File: src/rpds_consts.vh
// Timing constants for the reset and power-down sequencer.
// Assumes a 100 MHz mclk; counts are derived from times in ns.
`ifndef RPDS_CONSTS_VH
`define RPDS_CONSTS_VH

`define RPDS_CLK_PERIOD_NS      10
`define RPDS_VALID_LOW_RST_NS   100
`define RPDS_RST_PULSE_MIN_NS   100
`define RPDS_CTRL_READY_NS      3500000
`define RPDS_RUN_MIN_NS         10000000
`define RPDS_PDN_VALID_LOW_NS   725000
`define RPDS_PDN_PULSE_MIN_NS   1000
`define RPDS_POWERUP_HOLD_NS    100000

// Cycle counts; least times round up, longest times round down
`define RPDS_VALID_LOW_RST_CYC  (`RPDS_VALID_LOW_RST_NS / `RPDS_CLK_PERIOD_NS)
`define RPDS_RST_PULSE_CYC     ((`RPDS_RST_PULSE_MIN_NS + `RPDS_CLK_PERIOD_NS - 1) / `RPDS_CLK_PERIOD_NS)
`define RPDS_CTRL_READY_CYC     (`RPDS_CTRL_READY_NS / `RPDS_CLK_PERIOD_NS)
`define RPDS_RUN_CYC           ((`RPDS_RUN_MIN_NS + `RPDS_CLK_PERIOD_NS - 1) / `RPDS_CLK_PERIOD_NS)
`define RPDS_PDN_VALID_LOW_CYC  (`RPDS_PDN_VALID_LOW_NS / `RPDS_CLK_PERIOD_NS)
`define RPDS_PDN_PULSE_CYC     ((`RPDS_PDN_PULSE_MIN_NS + `RPDS_CLK_PERIOD_NS - 1) / `RPDS_CLK_PERIOD_NS)

`endif

File: src/rpds_sequencer.v
// Reset and power-down sequencer for the power stage of an amplifier.
// Assumes reset and power-down pins are already synchronous to mclk.
`timescale 1ns/1ps
`include "rpds_consts.vh"

// Notes on behaviour
// - Reset input drives power-stage valid low within about 100 ns, except in ST_PDWAIT, where reset is ignored.
// - Device needs at least 10 ms after start command before running.
// - Reset assertion is ignored while the device is powered down.
// - Power-down input drives valid low after about 725 us.
// - Power-down assertion is ignored while the device is held in reset.
module rpds_sequencer #(
	parameter CTRL_READY_CYC = `RPDS_CTRL_READY_CYC,
	parameter RUN_CYC        = `RPDS_RUN_CYC,
	parameter PDN_LOW_CYC    = `RPDS_PDN_VALID_LOW_CYC,
	parameter CNT_W          = 24
) (
	mclk,
	sys_rst,
	reset_n,
	power_down_request_n,
	start_cmd,
	power_stage_valid,
	ctrl_ready,
	running,
	powered_down
);
	input  wire mclk;
	input  wire sys_rst;
	input  wire reset_n;
	input  wire power_down_request_n;
	input  wire start_cmd;
	output reg  power_stage_valid;
	output reg  ctrl_ready;
	output reg  running;
	output reg  powered_down;

	// ========================================================
	// States
	localparam [2:0] ST_RESET = 3'h0;
	localparam [2:0] ST_BOOT  = 3'h1;
	localparam [2:0] ST_IDLE  = 3'h2;
	localparam [2:0] ST_START = 3'h3;
	localparam [2:0] ST_RUN   = 3'h4;
	localparam [2:0] ST_PDWAIT = 3'h5;
	localparam [2:0] ST_PDOWN = 3'h6;

	localparam integer RST_PULSE = `RPDS_RST_PULSE_CYC;
	localparam integer PDN_PULSE = `RPDS_PDN_PULSE_CYC;
	localparam integer N_PIN     = 2;

	reg [2:0]        state_r;
	reg [2:0]        state_nxt;
	reg [CNT_W-1:0]  cnt_r;
	reg [CNT_W-1:0]  cnt_nxt;
	reg              valid_nxt;
	reg              ready_nxt;
	reg              running_nxt;
	reg              pdown_nxt;
	wire [N_PIN-1:0] pin_low;
	wire [N_PIN-1:0] pin_ok;
	wire             rst_ok;
	wire             pdn_ok;

	// ========================================================
	// Pulse-width qualifiers
	// Glitches shorter than the minimum width must not disturb the stage.
	// Channel 0 watches the reset pin, channel 1 the power-down pin.
	assign pin_low[0] = ~reset_n;
	assign pin_low[1] = ~power_down_request_n;

	genvar gi;
	generate
		for (gi = 0; gi < N_PIN; gi = gi + 1) begin : g_qual
			localparam integer MIN_W = (gi == 0) ? RST_PULSE : PDN_PULSE;
			reg [7:0] width_r;
			// Count saturates so a long hold cannot wrap back to zero
			always @(posedge mclk) begin
				if (sys_rst) begin
					width_r <= 8'h00;
				end else if (!pin_low[gi]) begin
					width_r <= 8'h00;
				end else if (width_r < MIN_W) begin
					width_r <= width_r + 8'h01;
				end
			end
			// Accepted on the edge that sees the pin low for MIN_W cycles
			assign pin_ok[gi] = pin_low[gi] && (width_r >= MIN_W - 1);
		end
	endgenerate

	assign rst_ok = pin_ok[0];
	assign pdn_ok = pin_ok[1];

	// ========================================================
	// Sequencer
	always @* begin
		state_nxt = state_r;
		cnt_nxt   = cnt_r;
		case (state_r)
		ST_RESET: begin
			cnt_nxt = {CNT_W{1'b0}};
			if (reset_n)
				state_nxt = ST_BOOT;
		end
		ST_BOOT: begin
			cnt_nxt = cnt_r + 1'b1;
			if (rst_ok) begin
				state_nxt = ST_RESET;
			end else if (cnt_r == CTRL_READY_CYC - 1) begin
				state_nxt = ST_IDLE;
				cnt_nxt   = {CNT_W{1'b0}};
			end
		end
		ST_IDLE, ST_START, ST_RUN: begin
			if (rst_ok) begin
				state_nxt = ST_RESET;
			end else if (pdn_ok) begin
				state_nxt = ST_PDWAIT;
				cnt_nxt   = {CNT_W{1'b0}};
			end else if (state_r == ST_IDLE) begin
				if (start_cmd) begin
					state_nxt = ST_START;
					cnt_nxt   = {CNT_W{1'b0}};
				end
			end else if (state_r == ST_START) begin
				cnt_nxt = cnt_r + 1'b1;
				if (cnt_r == RUN_CYC - 1)
					state_nxt = ST_RUN;
			end
		end
		ST_PDWAIT: begin
			// Reset is not honoured once power-down is in progress
			cnt_nxt = cnt_r + 1'b1;
			if (cnt_r == PDN_LOW_CYC - 1)
				state_nxt = ST_PDOWN;
		end
		ST_PDOWN: begin
			if (power_down_request_n) begin
				state_nxt = ST_START;
				cnt_nxt   = {CNT_W{1'b0}};
			end
		end
		default: state_nxt = ST_RESET;
		endcase
	end

	// ========================================================
	// Output decode
	// Outputs follow the next state so each flag lands with its state
	always @* begin
		valid_nxt   = 1'b0;
		ready_nxt   = 1'b0;
		running_nxt = 1'b0;
		pdown_nxt   = 1'b0;
		case (state_nxt)
		ST_RESET: begin
			valid_nxt = 1'b0;
		end
		ST_BOOT: begin
			// Power-down in reset never leaves ST_RESET/ST_BOOT
			valid_nxt = 1'b0;
		end
		ST_IDLE: begin
			ready_nxt = 1'b1;
		end
		ST_START: begin
			ready_nxt = 1'b1;
			valid_nxt = 1'b0;
		end
		ST_RUN: begin
			ready_nxt   = 1'b1;
			running_nxt = 1'b1;
			valid_nxt   = 1'b1;
		end
		ST_PDWAIT: begin
			// Stage keeps switching until the stop delay expires
			ready_nxt = 1'b1;
			valid_nxt = 1'b1;
		end
		ST_PDOWN: begin
			ready_nxt = 1'b1;
			pdown_nxt = 1'b1;
		end
		default: begin
			valid_nxt = 1'b0;
		end
		endcase
	end

	// ========================================================
	// Registers
	// Every output is a flop, so the host never sees decode glitches
	always @(posedge mclk) begin
		if (sys_rst) begin
			state_r           <= ST_RESET;
			cnt_r             <= {CNT_W{1'b0}};
			power_stage_valid <= 1'b0;
			ctrl_ready        <= 1'b0;
			running           <= 1'b0;
			powered_down      <= 1'b0;
		end else begin
			state_r           <= state_nxt;
			cnt_r             <= cnt_nxt;
			power_stage_valid <= valid_nxt;
			ctrl_ready        <= ready_nxt;
			running           <= running_nxt;
			powered_down      <= pdown_nxt;
		end
	end

endmodule // rpds_sequencer

File: config.mk
export PLATFORM = sky130hd
export DESIGN_NAME = rpds_sequencer
export DESIGN_NICKNAME = d
export VERILOG_FILES = /design/src/rpds_sequencer.v
export VERILOG_INCLUDE_DIRS = /design/src /design/src/src
export SDC_FILE = /design/constraint.sdc
export NUM_CORES = 1
export LEC_CHECK = 0
export ABC_CLOCK_PERIOD_IN_PS = 5700
export BUFFER_PORTS_ARGS = -buffer_cell sky130_fd_sc_hd__buf_2
export CORE_ASPECT_RATIO = 1.25
export CORE_MARGIN = 2
export CORE_UTILIZATION = 66
export CTS_CLUSTER_DIAMETER = 30
export DETAILED_ROUTE_END_ITERATION = 16
export PLACE_DENSITY = 0.84
export SLEW_MARGIN = 20
export SYNTH_ARGS = -nofsm -noshare
export SYNTH_HDL_FRONTEND = slang
export SYNTH_SLANG_ARGS = --single-unit
File: constraint.sdc
create_clock -name mclk -period 5.7 [get_ports mclk]
set_input_delay 0 -clock mclk [delete_from_list [all_inputs] [get_ports mclk]]
set_output_delay 0 -clock mclk [all_outputs]
set_load 0.01 [all_outputs]
# After elaboration in Yosys (flattened, before gate mapping)
# Index checks and enable logic that the tools add are counted.
[word_totals] reg_bits=47 out_inout_bits=4
[op_classes] n_addsub=3 n_lt_le_gt_ge=4 eq_ne=18 mux=25 bitwise=2 n_reduce_logical=10
[ops] cell="24-bit 2-to-1 mux" n=8
[ops] cell="24-bit case mux with 5 select lines" n=1
[ops] cell="3-bit 2-to-1 mux" n=11
[ops] cell="24-bit by 1-bit adder with 24-bit output, second input constant" n=1
[ops] cell="24-bit by 17-bit == test with 1-bit output, second input constant" n=1
[ops] cell="24-bit by 19-bit == test with 1-bit output, second input constant" n=1
[ops] cell="24-bit by 20-bit == test with 1-bit output, second input constant" n=1
[ops] cell="3-bit == test, second input constant" n=6
[ops] cell="8-bit by 1-bit adder with 8-bit output, second input constant" n=2
[ops] cell="3-bit case mux with 5 select lines" n=1
[ops] cell="3-bit by 2-bit == test with 1-bit output, second input constant" n=4
[ops] cell="8-bit by 4-bit >= comparator with 1-bit output, second input constant" n=1
[ops] cell="8-bit by 7-bit >= comparator with 1-bit output, second input constant" n=1
[ops] cell="8-bit by 4-bit less-than comparator with 1-bit output, second input constant" n=1
[ops] cell="8-bit by 7-bit less-than comparator with 1-bit output, second input constant" n=1
[ops] cell="4-bit != test, second input constant" n=2
[ops] cell="2-bit OR reduction" n=3
[ops] cell="5-bit AND reduction" n=1
[ops] cell="5-bit nonzero test" n=1
[ops] cell="5-bit OR reduction" n=1
[ops] cell="1-bit 2-to-1 mux" n=4
[ops] cell="2-bit != test, second input constant" n=2
[ops] cell="3-bit by 1-bit == test with 1-bit output, second input constant" n=1
[ops] cell="3-bit zero test" n=1
[ops] cell="3 further kinds" n=5

# Longest topological paths before layout
# Gate-level depths: netlist (run 1).
[logic_depth] word_depth=10 mapped_depth=10 ltp_nobuf=8

# Worst setup path after synthesis (run 1)
# Ideal clock, no wire load.
[synth_timing] path_kind="register to register" start="register cnt_r[15]" end="register cnt_r[11]" setup_ps=117 t_arrival_ps=2132 required_ps=5583 setup_slack_ps=3450 stages_incl_launch_ff=8 n_path_buf=1 path_cell_list="dfxtp_1 or4_4 nor4_4 a31oi_1 or2_1 buf_2 a21o_1 a32o_1"
[synth_between] elab_chain_cells=4
[synth_lines] element="start: declaration" line="rpds_sequencer.v:54" rtl="reg [CNT_W-1:0] cnt_r;"
[synth_lines] element="start signal: assignment" line="rpds_sequencer.v:197" rtl="cnt_r <= {CNT_W{1'b0}};"
[synth_lines] element="start signal: assignment" line="rpds_sequencer.v:204" rtl="cnt_r <= cnt_nxt;"
[synth_lines] element="24-bit by 19-bit == test with 1-bit output" line="rpds_sequencer.v:110" rtl="end else if (cnt_r == CTRL_READY_CYC - 1) begin"
[synth_lines] element="24-bit 2-to-1 mux" line="rpds_sequencer.v:110"
[synth_lines] element="24-bit 2-to-1 mux" line="rpds_sequencer.v:108" rtl="if (rst_ok) begin"
[synth_lines] element="24-bit case mux with 5 select lines" line="rpds_sequencer.v:100" rtl="case (state_r)"
# Every way passes these cells.
# A chain may end at the register's enable or synchronous reset.

# Worst setup path after layout (run 1)
[layout_timing] start="register g_qual[1].width_r[0]" end="register cnt_r[12]"
[layout_between] elab_chain_cells=5 elab_cells_between_ends=8
[layout_lines] element="start: declaration" line="rpds_sequencer.v:76" rtl="reg [7:0] width_r;"
[layout_lines] element="start signal: assignment" line="rpds_sequencer.v:84" rtl="width_r <= width_r + 8'h01;"
[layout_lines] element="8-bit by 7-bit >= comparator with 1-bit output *" line="rpds_sequencer.v:88" rtl="assign pin_ok[gi] = pin_low[gi] && (width_r >= MIN_W - 1);"
[layout_lines] element="1-bit logical AND *" line="rpds_sequencer.v:88"
[layout_lines] element="24-bit 2-to-1 mux" line="rpds_sequencer.v:118" rtl="end else if (pdn_ok) begin"
[layout_lines] element="24-bit 2-to-1 mux" line="rpds_sequencer.v:116" rtl="if (rst_ok) begin"
[layout_lines] element="24-bit case mux with 5 select lines" line="rpds_sequencer.v:100"
# Every way passes the cells marked *; elsewhere a longest branch is shown, timed or not. The select of a mux whose other input is x is not followed.

==> metrics.cfg, run 1 <==
[sta]
layout_min_cycle_time_ns = 2.89
tightest_slew_ns = 0.801
clock_skew_ns = 0.00768
setup_viol = 0
rsz0062_at_grt = false
timing_max_transition_violations_final = 0
period_share = 0.507
max_slew_margin = 0.463
fmax_mhz = 346
hold_viol = 0
tns_ns = 0

[pwr]
finalPower_mw = 0.657
ir_drop_mv = 0.118
powerDensity_mw_per_mm2 = 242
cellLeakagePower_nw = 0.867

[route]
via_per_inst = 6.62
drtPass1Iterations = 4
drtIter0Drc = 253
num_vias = 2365
drt-wirelength-per-cell_um = 16.0
drt-total-wl_um = 5710
antenna_left = 0
post-route-drc-count = 0

[setup_path]
slowest_stage = a221oi_1
worst_r2r_path_depth = 7
cp.arrival_ns = 3.11
r2r_end = cnt_r[12]
crit_path_cell_trace = ha_1 > nor2_1 > a221oi_1 > o221a_2 > o21ai_1 > or4_1 > o21ai_0
worstSetupEndpointType = flip-flop
timing.rr.start = g_qual[1].width_r[0]
critPathKind = flip-flop to flip-flop
cp_data_required_time_ns = 5.92
start_kind = flip-flop
slowest_delay_ns = 0.65
rrSetupSlack_ns = 2.81
crit_fanout = 13

[global_route]
grt_pass1_vias = 2208
grt_antenna_before_repair = 0
grt_overflow = 0
grt_pass1_wl_um = 9800
grt_max_degree = 32
grt_usage = 0.290

[final_layout]
area_growth_pct = 7.43
fin_nets = 326
drive_above_1_share = 0.0820
postLayoutCoreUtil = 0.729
final_area_mm2 = 0.00271
antenna_cells = 0

[floorplanning]
coreArea_mm2 = 0.00372
die_x_um = 59.3
die-area_mm2 = 0.00434
die_h_um = 73.2
rows = 25
io_pins = 9
start_util = 0.679

[cts]
cts.repair.resized = 0
clock_sinks = 47
cts_buffers = 5
cts_root_buf = clkbuf_8
h-tree-depth = 2
clkSlewWorstSetupHoldPaths_ns = 0.09
clock_path_buffers = 2
cts_tree = yes
post-cts-setup-buffers = 0
clk_latency_ns = 0.30
hold_buffers = 1

[yosys]
synth_area_mm2 = 0.00253
syn_avg_cell_area_um2 = 8.07
synth_nets = 323
async_reset_ff_frac = 0
synth-main-ff-cell = dfxtp_1
ys_warn_count = 0
ys_seq_elements = 47
seq_area_frac_synth = 0.372
syn-instance-count = 313
synth_cell_types = 55
synth_edf_count = 0

[worst_hold_path]
hold_path_depth = 3
hold_class = input port to flip-flop
min_from = power_down_request_n
min_to = g_qual[1].width_r[5]

[placed_design]
port_buffers = 8
gp_routability_congestion = 0.921
post_dp_cell_area_mm2 = 0.00257
dpl.hpwl_um = 3890

[outcome]
outcome = completed

[job]
cap_violations = 0

logic make-up after synthesis:
kind of cell | Yosys count | synth area share
compound gates | 72 | 0.195
xor+xnor | 6 | 0.0208
fa+ha+maj | 5 | 0.0248
buf+inv | 23 | 0.0357
flops | 47 | 0.372
mux | 2 | 0.00793
simple gates | 158 | 0.343
how the worst max path moves through the flow:
stage | startpoint | end | slack, ns | depth (start not counted)
3_3_place_gp | g_qual[1].width_r[0] | cnt_r[12] | 2.99 | 7
2_1_floorplan | cnt_r[15] | cnt_r[11] | 3.45 | 7
6_report | g_qual[1].width_r[0] | cnt_r[12] | 2.81 | 7
4_1_cts | g_qual[1].width_r[0] | cnt_r[12] | 2.88 | 7
3_5_place_dp | g_qual[1].width_r[0] | cnt_r[12] | 2.93 | 7
5_1_grt | g_qual[1].width_r[0] | cnt_r[12] | 2.65 | 7
routing by layer:
| metal | vias to the layer above | global-route usage | share of wire |
|---|---|---|---|
| met5 | - | 0 | 0 |
| met4 | 0 | 0.144 | 0.041 |
| met3 | 23 | 0.0550 | 0.042 |
| met2 | 69 | 0.492 | 0.49 |
| met1 | 1102 | 0.343 | 0.43 |
| li1 | 1171 | - | - |
state kept, by name (all words and copies together), names as in the netlist:
| register | count |
|---|---|
| cnt_r | 24 |
| ctrl_ready | 1 |
| g_qual.width_r | 16 |
| power_stage_valid | 1 |
| powered_down | 1 |
| running | 1 |
| state_r | 3 |
worst max-delay path, delay by kind of cell (launching register included):
kind            cells  cell delay, ns
simple gates        2            0.60
compound gates      4            1.57
fa+ha+maj           1            0.23
flops               1            0.40
Yosys cell counts, types with 2 or more instances:
cell      number  area [µm²]
nor3b_1        3        22.5
a21oi_1        8        40.0
o22ai_1        2        12.5
nand3b_1       2        15.0
or3_1         11        68.8
or4_1          3        22.5
nor2_1        22        82.6
mux2i_1        2        20.0
nor4b_1        2        17.5
a31oi_1       12        75.1
nor3_1        13        65.1
ha_1           5        62.6
nand3_1       22         110
nor2b_1        4        25.0
and2_1         7        43.8
inv_1          9        33.8
a31o_2         3        26.3
nor4_1         8        50.1
dfxtp_1       47         941
o221ai_1       2        17.5
nand4_1        9        56.3
a41oi_1        2        17.5
o21a_1         4        30.0
a32o_1         6        60.1
a211oi_1       2        15.0
and4_1         2        17.5
o21ai_0       17        85.1
nand2_1       33         124
nand2b_1       8        50.1
xor2_1         4        35.0
a21boi_0       2        15.0
xnor2_1        2        17.5
buf_2          3        15.0
a21o_1         2        15.0
clkbuf_1      10        37.5
cell type report:
class	instances	area [µm²]
Inverter	9	33.8
Multi-Input combinational cell	243	1500
Sequential cell	47	941
Clock buffer	5	68.8
Tap cell	40	50.0
Clock inverter	3	67.6
Fill cell	290	1010
Timing Repair Buffer	10	57.6
power by group:
part           internal [mW]  switching (mW)
registers              0.331         0.00438
clock network          0.175           0.112
logic                 0.0117          0.0232
total                  0.517           0.140
metrics by stage:
step | hold WS (ns) | worst slack, ns | std cells
global route | 0.0973 | 2.65 | 357
CTS | 0.0909 | 2.88 | 357
detailed placement | 0.298 | 2.93 | 348
global placement | 0.294 | 2.99 | 348
floorplan | 0.187 | 3.45 | 313
finish | 0.0965 | 2.81 | 357
layout by cell type, fill, tap and decap left out, types with 3 or more instances in the layout:
cell type,n
clkbuf_8,5
nor2_1,22
or3_1,11
buf_2,8
a31o_2,3
or4_1,3
and2_1,7
nor2b_1,4
nand3_1,22
a32o_1,6
nor3_1,13
nand2_1,33
nand4_1,9
nand2b_1,8
nor3b_1,3
dfxtp_1,47
o21a_1,4
o21ai_0,17
xor2_1,4
inv_1,9
nor4_1,8
ha_1,5
a21oi_1,8
a31oi_1,12
No activity file was read; power rests on OpenSTA's default activity.
==> run 2: changes to the inputs <==
--- a/config.mk
+++ b/config.mk
@@ -6,14 +6,14 @@
 export SDC_FILE = /design/constraint.sdc
 export NUM_CORES = 1
 export LEC_CHECK = 0
-export ABC_CLOCK_PERIOD_IN_PS = 5700
+export ABC_CLOCK_PERIOD_IN_PS = 2400
 export BUFFER_PORTS_ARGS = -buffer_cell sky130_fd_sc_hd__buf_2
 export CORE_ASPECT_RATIO = 1.25
 export CORE_MARGIN = 2
-export CORE_UTILIZATION = 66
+export CORE_UTILIZATION = 55
 export CTS_CLUSTER_DIAMETER = 30
 export DETAILED_ROUTE_END_ITERATION = 16
-export PLACE_DENSITY = 0.84
+export PLACE_DENSITY = 0.75
 export SLEW_MARGIN = 20
 export SYNTH_ARGS = -nofsm -noshare
 export SYNTH_HDL_FRONTEND = slang
==> constraint.sdc (replaced) <==
create_clock -name mclk -period 2.4 [get_ports mclk]
set_input_delay 0 -clock mclk [delete_from_list [all_inputs] [get_ports mclk]]
set_output_delay 0 -clock mclk [all_outputs]
set_load 0.01 [all_outputs]
==> run 2 against run 1 <==
  * Power increased by 110%
  * Critical path type unchanged
  * Register-to-register slack worse by 2.7 ns
  * Largest cell class unchanged
  * Sequential cell count did not move
==> metrics.cfg, run 2 (synthesis results as in run 1) <==
[final_layout]
final_cell_mix = dfxtp_1 (45), nand2_1 (33), nand3_1 (22), nor2_1 (22), buf_4 (20)
fin_nets = 345  ; +5.8%
largest_reg_flops = 24  ; unchanged
reg_top3 = cnt_r (24), g_qual.width_r (16), state_r (3)
final_common_cell = dfxtp_1
antenna_cells = 0  ; unchanged
drive_above_1_share = 0.161  ; +0.0787
area_growth_pct = 13.9
regMostFlops = cnt_r
register_area_um2 = 943  ; +0.27%
fill_cells = 390  ; +34%
final_area_mm2 = 0.00288  ; +6.0%
multiInputGateArea_mm2 = 0.00153  ; +2.5%

[route]
post-route-drc-count = 0  ; unchanged
drt-total-wl_um = 5940  ; +4.0%
num_vias = 2418  ; +2.2%
drtIter0Drc = 109  ; -57%
antenna_left = 0  ; unchanged
drtPass1Iterations = 4  ; unchanged
drt-wirelength-per-cell_um = 15.1  ; -5.8%
via_per_inst = 6.14  ; -7.4%

[cts]
cts_root_buf = clkbuf_8
clk_latency_ns = 0.30  ; about the same
h-tree-depth = 2  ; unchanged
clock_sinks = 47  ; unchanged
clock_path_buffers = 2  ; unchanged
cts_tree = yes
cts_buffers = 5  ; unchanged
clkSlewWorstSetupHoldPaths_ns = 0.09  ; about the same

[placed_design]
pre_cts_slack_ns = 0.0899  ; -2.84 ns
port_buffers = 8  ; unchanged
dpl.hpwl_um = 4210  ; +8.3%
gp_routability_congestion = 0.928  ; +0.74%
post_dp_cell_area_mm2 = 0.00273  ; +6.1%

[setup_path]
critPathKind = flip-flop to flip-flop
crit_fanout = 5  ; -8
worstSetupEndpointType = flip-flop
cp_data_required_time_ns = 2.64  ; -3.28 ns
slowest_stage = or4_1
crit_path_cell_trace = or4_1 > nor4_4 > buf_4 > nand2_1 > o31a_1 > o22ai_2 > nor2b_1
slowest_delay_ns = 0.59  ; -0.06 ns
start_kind = flip-flop
cp.arrival_ns = 2.53  ; -0.58 ns

[sta]
period_share = 0.953  ; +0.446
tightest_slew_ns = 0.598  ; -0.203 ns
layout_min_cycle_time_ns = 2.29  ; -0.600 ns
fmax_mhz = 437  ; +26%
tns_ns = 0  ; unchanged
setup_viol = 0  ; unchanged
final.setup.worst_slack_ns = 0.113  ; -2.70 ns
timing_max_transition_violations_final = 0  ; unchanged
clock_skew_ns = 0.00396  ; -0.00372 ns
max_slew_margin = 0.598  ; +0.135
hold_viol = 0  ; unchanged

[floorplanning]
die_x_um = 64.6  ; +8.9%
coreArea_mm2 = 0.00443  ; +19%
io_pins = 9  ; unchanged
die-area_mm2 = 0.00515  ; +19%
die_h_um = 79.8  ; +9.0%
rows = 27  ; +8.0%
start_util = 0.571  ; -0.108

[job]
cap_violations = 0  ; unchanged

[global_route]
grt_pass1_vias = 2198  ; -0.45%
grt_antenna_before_repair = 0  ; unchanged
grt_usage = 0.236  ; -0.0548
grt_max_degree = 32  ; unchanged
grt_pass1_wl_um = 9510  ; -3.0%
grt_overflow = 0  ; unchanged

[pwr]
ir_drop_mv = 0.438  ; +270%
cellLeakagePower_nw = 0.941  ; +8.6%
pwr-share-seq = 0.576  ; +0.066
powerDensity_mw_per_mm2 = 480  ; +98%
p_comb_frac = 0.070  ; +0.017
switching_share = 0.253  ; +0.0399
p_clk_frac = 0.353  ; -0.084
p_sw_mw = 0.349  ; +150%
intPower_mw = 1.03  ; +100%

[outcome]
outcome = completed

[worst_hold_path]
hold_class = input port to flip-flop

[run 2: cell count changes in the layout (fill, tap and decap cells not counted), moves of 2 or more]
cell       previous run  this run
buf_4                 1        20
bufinv_16             2         0
clkinv_4              0         2
dfxtp_1              47        45
dfxtp_2               0         2
[run 2: metrics by stage]
step                hold WS (ns)   util  std cells  power (mW)
floorplan                  0.187      -        313       0.876
global placement           0.282  0.616        384       0.903
detailed placement         0.287  0.616        384       0.904
CTS                       0.0926  0.639        393        1.38
global route               0.117  0.650        394        1.44
finish                     0.103  0.650        394        1.38
[run 2: final cells by class]
cell class | count | share of cell area
Clock buffer | 5 | 0.0239
Tap cell | 58 | 0.0252
Timing Repair Buffer | 29 | 0.0696
Multi-Input combinational cell | 243 | 0.533
Sequential cell | 47 | 0.328
Clock inverter | 3 | 0.00870
Inverter | 9 | 0.0117
[run 2: metal layers]
metal | GRT usage | vias to the layer above | share of wire
met5 | 0 | - | 0
met4 | 0.119 | 0 | 0.030
li1 | - | 1211 | -
met2 | 0.406 | 41 | 0.50
met3 | 0.0508 | 16 | 0.027
met1 | 0.273 | 1150 | 0.44
[run 2: power by group through the flow]
stage	Clock [mW]	Sequential (mW)	Combinational, mW
after floorplan	0	0.809	0.0666
after global placement	0	0.814	0.0889
after detailed placement	0	0.814	0.0905
after CTS	0.494	0.795	0.0921
after global routing	0.534	0.798	0.109
final	0.488	0.796	0.0973
[run 2: worst paths after layout]
path / from / end / slack, ns / cells past startpoint
worst max register to register: cnt_r[6] / powered_down / 0.11 / 7
worst max-delay path: cnt_r[6] / powered_down / 0.11 / 7
worst min-delay path: power_down_request_n / g_qual[1].width_r[7] / 0.10 / 3
worst min register to register: g_qual[0].width_r[6] / g_qual[0].width_r[6] / 0.49 / 1
[run 2: worst max-delay path, delay by kind of cell, from the launching register on]
family,cells,cell delay (ns)
simple gates,4,1.18
compound gates,2,0.52
flops,1,0.35
buf+inv,1,0.18
[run 2: repair_timing]
action / 4_1_cts / 5_1_grt
setup endpoints to repair: 0 / 15
endpoints found under the hold margin: 3 / 0
hold buffers: 1 / 0
buffers inserted: 0 / 1
gates resized for setup: 0 / 10
